===== config.mk =====
export PLATFORM = sky130hd
export DESIGN_NAME = lbsd_scan_driver
export DESIGN_NICKNAME = d
export VERILOG_FILES = /design/src/logic/lbsd_pkg.sv /design/src/logic/lbsd_scan_driver.sv
export VERILOG_INCLUDE_DIRS = /design/src /design/src/logic
export SDC_FILE = /design/constraint.sdc
export NUM_CORES = 1
export LEC_CHECK = 0
export BUFFER_PORTS_ARGS = -buffer_cell sky130_fd_sc_hd__buf_4
export CORE_MARGIN = 2
export CORE_UTILIZATION = 45
export CTS_BUF_LIST = sky130_fd_sc_hd__clkbuf_4
export CTS_CLUSTER_DIAMETER = 100
export DETAILED_ROUTE_END_ITERATION = 6
export HOLD_SLACK_MARGIN = 0.08
export PLACE_DENSITY_LB_ADDON = 0.2
export SKIP_CTS_REPAIR_TIMING = 1
export SLEW_MARGIN = 20
export SYNTH_ARGS = -nofsm -noshare
export SYNTH_HDL_FRONTEND = slang
export SYNTH_SLANG_ARGS = --single-unit

===== constraint.sdc =====
create_clock -name core_clk_i -period 1.4 [get_ports core_clk_i]
set_input_delay 0.07 -clock core_clk_i [delete_from_list [all_inputs] [get_ports core_clk_i]]
set_output_delay 0.07 -clock core_clk_i [all_outputs]
set_load 0.01 [all_outputs]

===== src/logic/lbsd_regs.svh =====
// Constants for the LCD backplane scan driver
`ifndef LBSD_REGS_SVH
`define LBSD_REGS_SVH
`define LBSD_NUM_COM        80
`define LBSD_MAX_MUX        146
`define LBSD_SYNC_STAGES    2
`define LBSD_LINE_CYC_US    61
`define LBSD_LINE_HIGH_US   61
`define LBSD_START_HIGH_US  122
`define LBSD_RST_SYNC_OUT   1'b0
`define LBSD_RST_CARRY      1'b0
`endif


===== src/logic/lbsd_pkg.sv =====
// Types shared by the LCD backplane scan driver
package lbsd_pkg;
   typedef enum logic {
      SYNC_WAIT,
      SYNC_RUN
   } lbsd_sync_e;
endpackage : lbsd_pkg


===== src/logic/lbsd_scan_driver.sv =====
// LCD backplane common-line scan driver
//
// Behaviour
// - Each falling edge of the line clock copies the scan start input into the first scan stage.
// - The sample walks 80 stages, one per line clock fall, then appears on the scan carry out.
// - Display off low drives the common outputs, display off high releases all of them.
// - With sync source select high the driver makes the alternation sync and drives the sync pin.
// - With sync source select low the sync pin is an input and its sync is taken from outside.
// - No common output is selected until the first alternation sync pulse is seen; scan stages and carry run from reset.
// - Each common output picks one of the external drive levels from its scan state.
// - Drivers chain to serve up to 146 common lines when 80 outputs are not enough.
`include "lbsd_regs.svh"

module lbsd_scan_driver #(
   parameter int NUM_COM = `LBSD_NUM_COM
) (
   input  wire logic               core_clk_i,
   input  wire logic               rst_n_i,
   input  wire logic               line_clk_i,
   input  wire logic               scan_start_in_i,
   input  wire logic               display_off_in_i,
   input  wire logic               sync_source_select_i,
   input  wire logic               sync_pin_i,
   output logic                    sync_pin_o,
   output logic                    sync_pin_oe_o,
   output logic                    scan_carry_out_o,
   output logic [NUM_COM-1:0]      com_sel_o,
   output logic                    com_pol_o,
   output logic                    com_oe_o,
   output lbsd_pkg::lbsd_sync_e    sync_state_o
);
   import lbsd_pkg::*;

   typedef struct packed {
      logic               lclk_s1;
      logic               lclk_s2;
      logic               lclk_s3;
      logic               start_s1;
      logic               start_s2;
      logic               display_off_in_s1;
      logic               display_off_in_s2;
      logic               msel_s1;
      logic               msel_s2;
      logic               min_s1;
      logic               min_s2;
      logic               min_s3;
      logic [NUM_COM-1:0] shift;
      logic               carry;
      logic               m_out;
      logic               m_oe;
      lbsd_sync_e         sync;
      logic [NUM_COM-1:0] com_sel;
      logic               com_pol;
      logic               com_oe;
   } lbsd_state_s;

   lbsd_state_s st_r;
   lbsd_state_s st_nxt;
   logic        fall;
   logic        m_rise;

   // Rising or falling edge between an older and a newer synchronised sample
   function automatic logic lbsd_edge(input logic older, input logic newer, input logic rising);
      return rising ? (~older & newer) : (older & ~newer);
   endfunction : lbsd_edge

   // Edge found from the second and third stages, never the first
   assign fall = lbsd_edge(st_r.lclk_s3, st_r.lclk_s2, 1'b0);

   always_comb begin
      st_nxt          = st_r;

      // Two flops on every pin before logic reads it; metastability stays in stage one
      st_nxt.lclk_s1  = line_clk_i;
      st_nxt.lclk_s2  = st_r.lclk_s1;
      st_nxt.lclk_s3  = st_r.lclk_s2;
      st_nxt.start_s1 = scan_start_in_i;
      st_nxt.start_s2 = st_r.start_s1;
      st_nxt.display_off_in_s1  = display_off_in_i;
      st_nxt.display_off_in_s2  = st_r.display_off_in_s1;
      st_nxt.msel_s1  = sync_source_select_i;
      st_nxt.msel_s2  = st_r.msel_s1;
      st_nxt.min_s1   = sync_pin_i;
      st_nxt.min_s2   = st_r.min_s1;
      st_nxt.min_s3   = st_r.min_s2;

      // Scan stages and carry move only on a line clock fall
      if (fall) begin
         st_nxt.shift = {st_r.shift[NUM_COM-2:0], st_r.start_s2};
         st_nxt.carry = st_r.shift[NUM_COM-1];
         // Master flips the sync once per frame, at the token's entry
         if (st_r.msel_s2 && st_r.start_s2 && !st_r.shift[0]) begin
            st_nxt.m_out = ~st_r.m_out;
         end
      end

      // Sync pin direction and the source of the alternation edge
      st_nxt.m_oe = st_r.msel_s2;
      m_rise = st_r.msel_s2 ? lbsd_edge(st_r.m_out, st_nxt.m_out, 1'b1)
                            : lbsd_edge(st_r.min_s3, st_r.min_s2, 1'b1);
      if (st_r.sync == SYNC_WAIT && m_rise) begin
         st_nxt.sync = SYNC_RUN;
      end

      // Levels seen by the external voltage switches
      // Before the first sync pulse every line sits at non-select, so no stray select reaches the glass
      st_nxt.com_sel = (st_r.sync == SYNC_RUN) ? st_r.shift : '0;
      st_nxt.com_pol = st_r.msel_s2 ? st_r.m_out : st_r.min_s2;
      st_nxt.com_oe  = ~st_r.display_off_in_s2;
   end

   always_ff @(posedge core_clk_i or negedge rst_n_i) begin
      if (!rst_n_i) begin
         st_r       <= '0;
         st_r.carry <= `LBSD_RST_CARRY;
         st_r.m_out <= `LBSD_RST_SYNC_OUT;
         st_r.sync  <= SYNC_WAIT;
      end else begin
         st_r <= st_nxt;
      end
   end

   assign sync_pin_o       = st_r.m_out;
   assign sync_pin_oe_o    = st_r.m_oe;
   assign scan_carry_out_o = st_r.carry;
   assign com_sel_o        = st_r.com_sel;
   assign com_pol_o        = st_r.com_pol;
   assign com_oe_o         = st_r.com_oe;
   assign sync_state_o     = st_r.sync;
endmodule : lbsd_scan_driver


==> results of run 1 <==
[cells in the final DEF (no fill, tap or decap), drive strengths merged]
cell type | synthesis | final
nor2b | 1 | 1
nand4b | 1 | 1
buf | 89 | 105
clkinvlp | 0 | 1
and2 | 80 | 80
o21ai | 1 | 1
xnor2 | 1 | 1
bufinv | 0 | 2
a21oi | 1 | 1
clkbuf | 9 | 20
dfrtp | 178 | 178
inv | 1 | 1
dlygate4sd3 | 0 | 7
nor2 | 1 | 1
diode | 0 | 1
clkinv | 0 | 10
mux2 | 82 | 82
[critical path, cell delays in order, from the launching register on]
cell and delay, ps:
dfrtp_1 430, nor2b_4 190, buf_12 230, mux2_2 370
[flip-flops by register name, indices dropped and copies added (netlist names)]
register          count
sync_pin_o            1
sync_pin_oe_o         1
com_sel_o            80
com_oe_o              1
sync_state_o          1
st_r                 84
com_pol_o             1
st_nxt                8
scan_carry_out_o      1
[path summary, 6_finish.rpt]
kind | from | endpoint | slack (ps)
setup / recovery | st_nxt[175]$_DFF_PN0_ | st_r[126]$_DFFE_PN0N_ | 40
hold / removal | line_clk_i | st_nxt[176]$_DFF_PN0_ | 170
min in group asynchronous | rst_n_i | com_sel_o[3]$_DFF_PN0_ | 530
setup reg to reg | st_nxt[175]$_DFF_PN0_ | st_r[126]$_DFFE_PN0N_ | 40
max in group asynchronous | rst_n_i | com_sel_o[44]$_DFF_PN0_ | 310
hold reg to reg | st_nxt[173]$_DFF_PN0_ | st_r[173]$_DFF_PN0_ | 370
[per-layer routing]
layer,up-vias,track usage
li1,1433,-
met1,1532,0.1504
met2,59,0.2057
met3,9,0.04885
met4,0,0.05430
met5,-,0
[cell type report]
class                      count  area (sq um)
fill                        1279          7162
tap                          184         230.2
inverter                       1         3.754
clock inverter                13         118.9
sequential                   178          4458
antenna                        1         2.502
multi-input combinational    168          1484
clock buffer                  19         142.6
timing repair buffer         113         932.1
[cell families (layout without fill, tap and decap cells)]
family,after synthesis,count (layout)
AOI/OAI and AO/OA,2,2
xor gates and xnor gates,1,1
buffers and inverters,99,146
DFF,178,178
muxes,82,82
other,0,1
and+or+nand+nor,83,83
[metrics by stage]
step / TNS, ps / std cells / setup WS (ps) / hold slack, ps / utilization
global placement: 0 / 634 / 91.46 / 3.447 / 0.4825
CTS: -63.49 / 666 / -63.49 / -636.2 / 0.5005
global route: -126.1 / 677 / -19.69 / 101.0 / 0.5072
floorplan: 0 / 445 / 162.5 / -225.6 / -
detailed placement: 0 / 634 / 68.93 / 8.334 / 0.4825
finish: 0 / 677 / 42.90 / 166.7 / 0.5072
[power by group]
| group | total, uW | switching, uW | internal [uW] |
|---|---|---|---|
| combinational | 1060 | 448 | 614 |
| sequential | 5810 | 245 | 5560 |
| clock | 2630 | 1570 | 1060 |
==> parameters.txt, run 1 <==
Parameter                              Value

Placement
  Placed wire-length estimate after detailed placement    5.930 mm
  Placed cell areas    7013 sq um
  Number of port buffers    92
  Weighted congestion reported at the end of routability-driven placement    0.6959

STA
  Slew at the pin closest to its max-slew limit    379.1 ps
  Final hold violation count    0
  Setup clock skew after layout    16.11 ps
  Maximum clock rate    0.7369 GHz
  Clock period minus worst slack    1357 ps
  Crit share post-route    0.9694
  Remaining max-slew budget at the tightest pin    0.7473
  Final slew viol count    0
  RSZ-0062 raised after global routing    true
  Endpoints failing setup    0

Global routing
  Overflow left after global routing    0
  All-Layer GR Usage    0.1262
  Initial antenna violation count    1
  Maximum number of pins on one net before global-route repair    41
  Wire length of the first global-routing pass    15.61 mm
  Vias in the first global route    3,182

Synthesis
  Syn nets    452
  Syn Std Cell Area    6678 sq um
  EDFF count, synth    0
  Share of the synthesized netlist area taken by xor and xnor gates    0.001312
  Ys Warns    0
  Adder and majority cell fraction of the synthesized area    0
  Most area-hungry cell type in the Yosys netlist    dfrtp_1
  Area share of the leading cell type in the synthesized netlist    0.6670
  Number of distinct library cell variants in the gate-level netlist after synthesis    13
  Avg Cell Area, Syn    15.01 sq um
  Area fraction in and, or, nand and nor cells after synthesis    0.08113
  Dominant combinational cell family by area after synthesis    multiplexers
  Share of async-settable or async-resettable flops after synthesis    1.000
  Synthesized instance count    445
  List of most frequent post-synthesis cells    178 x dfrtp_1, 82 x mux2_2, 80 x and2_1, 80 x buf_4
  Number of synthesized register bits    178
  Mux contribution to synthesized area    0.1383
  Fraction of the mapped netlist area in compound gates    0.001499
  Main area contributors after synthesis    dfrtp_1 67%, mux2_2 14%, buf_4 9.0%, and2_1 7.5%, buf_6 1.5%
  Sequential cell area fraction in the yosys report    0.6670
  Most instantiated library cell after synthesis    dfrtp_1
  Leading register cell type out of synthesis    dfrtp_1

Layout
  Fin nets    486
  Post-route standard cell area excluding fillers    7372 sq um
  Ratio of cells with drive above 1 in the final layout    0.4431
  Area overhead of the layout relative to synthesis    10.40%

Hold path
  Worst min path class    input pin to register
  Hold-critical path depth    2

Pwr
  Leak Pwr    0.003855 uW
  Cell Pwr Density    1290 nW/um^2
  Maximum vdd drop    0.8111 mV
  Power after layout    9506 uW

Floorplan
  # IOs    93
  Vert. Die Dim    125.8 um
  Starting utilization of the core area    0.4595
  Core Rows    44
  Placeable core region    14,530 sq um
  Die W    125.8 um
  Die Outline Area    15,830 sq um

Route
  Metal-1 WL    3.924 mm
  First-pass iteration count of the detailed router    4
  Routed wire length on met3    440 um
  Wire length on met2    4.771 mm
  Detailed Route WL    9.280 mm
  Number of DRC markers in iteration 0    111
  Via density per instance    4.480
  Routed vias    3,033
  Top Layer Used    met4
  Average wire per cell in the routed design    13.71 um
  Routed Antenna Nets    0
  Remaining routing DRC violations    0

Critical path
  Startpoint types    register
  Type of the worst setup path    register to register
  Critical path arrival    1790 ps
  Cell count of the worst reg-to-reg path    3
  Data required time of the worst path    1830 ps
  Largest fanout of any net on the critical path    37
  CP endpoint kind    register

Run
  Count of max-cap constraint violations    0

Clocking
  Total number of H-tree levels    4
  Cell at the root of the clock tree    clkbuf_4
  Reg clk slew, reported paths    120 ps
  Clock network latency to the later pin of the worst-skew pair    540 ps
  Clock tree from TritonCTS    yes
  Total clock sinks    178
  Number of clock buffers inserted by TritonCTS    17
  Largest buffer count on any clock path    2

Outcome
  Outcome    finished, final reports clean
No activity file was read; power rests on OpenSTA's default activity.
==> run 2, diff against run 1 <==
SETUP_SLACK_MARGIN = 0.4   (was unset)
==> run 2 against run 1 <==
The run now ends with negative hold slack left. Worst hold slack worse by 210 ps. Die area unchanged. Register-to-register slack worse by 20 ps. Clock power up 6%. Via count up 4.3%. Sequential cell count unchanged. Critical path type unchanged. Largest cell class unchanged. Highest routed layer unchanged.
==> parameters.txt, run 2 (same netlist as run 1, synthesis figures left out) <==
Parameter                              Value

Route
  Detailed Route WL    10.57 mm (+14%)
  Average wire per cell in the routed design    15.32 um (+12%)
  First-pass iteration count of the detailed router    4 (unchanged)
  Number of DRC markers in iteration 0    174 (+57%)
  Via density per instance    4.583 (+2.3%)
  Remaining routing DRC violations    0 (unchanged)
  Routed Antenna Nets    0 (unchanged)
  Routed vias    3,162 (+4.3%)

Floorplan
  Core Rows    44 (unchanged)
  Placeable core region    14,530 sq um (unchanged)
  Die Outline Area    15,830 sq um (unchanged)
  Vert. Die Dim    125.8 um (unchanged)
  Die W    125.8 um (unchanged)
  Starting utilization of the core area    0.4595 (unchanged)
  # IOs    93 (unchanged)

Placement
  Placed cell areas    7009 sq um (about the same)
  Count of placed standard cells including taps    633 (-0.16%)
  Number of port buffers    92 (unchanged)
  Weighted congestion reported at the end of routability-driven placement    0.6753 (-3.0%)
  Placed wire-length estimate after detailed placement    5.887 mm (-0.72%)
  Worst slack at placement    40.68 ps (-28.25 ps)

Layout
  Flip-flop count of the largest register after layout    84 (unchanged)
  Post-route standard cell area excluding fillers    8164 sq um (+11%)
  Fillcell total    1,189 (-7.0%)
  Most common cell after layout, fill and taps aside    dfrtp_1
  Area overhead of the layout relative to synthesis    22.26%
  Register with the highest flop count    st_r
  Fin nets    499 (+2.7%)
  Sequential cell area    4457 sq um (about the same)
  Leading cell types in the layout, fill and taps excluded    176 x dfrtp_1, 90 x buf_6, 80 x and2_1
  Combined area of the multi-input logic cells    1649 sq um (+11%)
  Ratio of cells with drive above 1 in the final layout    0.4693 (+0.02622)
  Number of non-filler instances in the completed layout    690 (+1.9%)

Clocking
  Number of clock buffers inserted by TritonCTS    17 (unchanged)
  Clock network latency to the later pin of the worst-skew pair    570 ps (+30 ps)
  Largest buffer count on any clock path    2 (unchanged)
  Reg clk slew, reported paths    140 ps (+20 ps)
  Clock tree from TritonCTS    yes
  Cell at the root of the clock tree    clkbuf_4
  Total number of H-tree levels    4 (unchanged)
  Total clock sinks    178 (unchanged)

STA
  RSZ-0062 raised after global routing    true
  Setup TNS Final    0 ps (unchanged)
  Setup ws final    22.86 ps (-20.05 ps)
  Crit share post-route    0.9837 (+0.01432)
  Maximum clock rate    0.7261 GHz (-1.5%)
  Final slew viol count    0 (unchanged)
  Endpoints failing setup    0 (unchanged)
  Clock period minus worst slack    1377 ps (+20.05 ps)
  Final hold violation count    32 (+32)
  Remaining max-slew budget at the tightest pin    0.7495 (+0.002211)
  Setup clock skew after layout    14.90 ps (-1.203 ps)
  Final hold slack    -45.43 ps (-212.1 ps)
  Slew at the pin closest to its max-slew limit    375.8 ps (-3.316 ps)

Critical path
  Data required time of the worst path    1870 ps (+40 ps)
  Critical path arrival    1850 ps (+60 ps)
  CP endpoint kind    register
  Slack of the worst reg-to-reg path    20 ps (-20 ps)
  Startpoint types    register
  Type of the worst setup path    register to register
  Largest fanout of any net on the critical path    10 (-73%)

Global routing
  Wire length of the first global-routing pass    15.37 mm (-1.5%)
  Maximum number of pins on one net before global-route repair    52 (+27%)
  All-Layer GR Usage    0.1253 (-0.0009557)
  Initial antenna violation count    1 (unchanged)
  Overflow left after global routing    0 (unchanged)
  Vias in the first global route    3,163 (-0.60%)

Pwr
  Maximum vdd drop    0.8852 mV (+9.1%)
  Leak Pwr    0.004138 uW (+7.4%)
  Cell Pwr Density    1230 nW/um^2 (-4.6%)

Outcome
  Violations in the final reports    negative hold slack
  Outcome    finished with violations

Run
  Count of max-cap constraint violations    0 (unchanged)

Hold path
  Worst min path class    input pin to asynchronous set/reset pin
[run 2: path summary, 6_finish.rpt]
check	startpoint	to	cells after the start
max reg2reg	st_nxt[175]$_DFF_PN0_	st_r[159]$_DFFE_PN0N_	4
min reg2reg	st_nxt[173]$_DFF_PN0_	st_r[173]$_DFF_PN0_	0
max in group asynchronous	rst_n_i	com_sel_o[29]$_DFF_PN0_	3
max	st_nxt[175]$_DFF_PN0_	st_r[159]$_DFFE_PN0N_	4
min	rst_n_i	com_sel_o[12]$_DFF_PN0_	2
min in group core_clk_i	scan_start_in_i	st_nxt[173]$_DFF_PN0_	2
[run 2: per-stage QoR]
step | util | power [uW]
after floorplan | - | 6628
after global placement | 0.4823 | 6936
after detailed placement | 0.4823 | 6975
after CTS | 0.5010 | 9766
after global routing | 0.5617 | 10530
final | 0.5617 | 10040
[run 2: power by group]
group          switching, uW  total [uW]  internal, uW  leakage (uW)
combinational            509        1410           899       0.00159
clock                   1710        2780          1070      0.000146
sequential               284        5850          5570       0.00240
total                   2500       10000          7540       0.00414
[run 2: worst max-delay path, cell delays in order, from the launching register on]
cell     delay, ps
dfrtp_1        430
nor2b_4        180
buf_6          180
buf_12         150
mux2_2         340
[run 2: cell type report]
| cell class | count | share of cell area |
|---|---|---|
| antenna | 1 | 0.0003065 |
| timing repair buffer | 126 | 0.1897 |
| tap | 184 | 0.02820 |
| clock inverter | 14 | 0.01686 |
| sequential | 178 | 0.5459 |
| multi-input combinational | 168 | 0.2020 |
| clock buffer | 18 | 0.01655 |
| inverter | 1 | 0.0004598 |
[run 2: metal layers]
metal	global-route usage	wire, um	vias to the layer above	share of wire
met3	0.05395	487	11	0.046
met2	0.1990	5319	67	0.50
met1	0.1500	4637	1633	0.44
met4	0.05430	127	0	0.012
li1	-	-	1451	-
met5	0	0	-	0
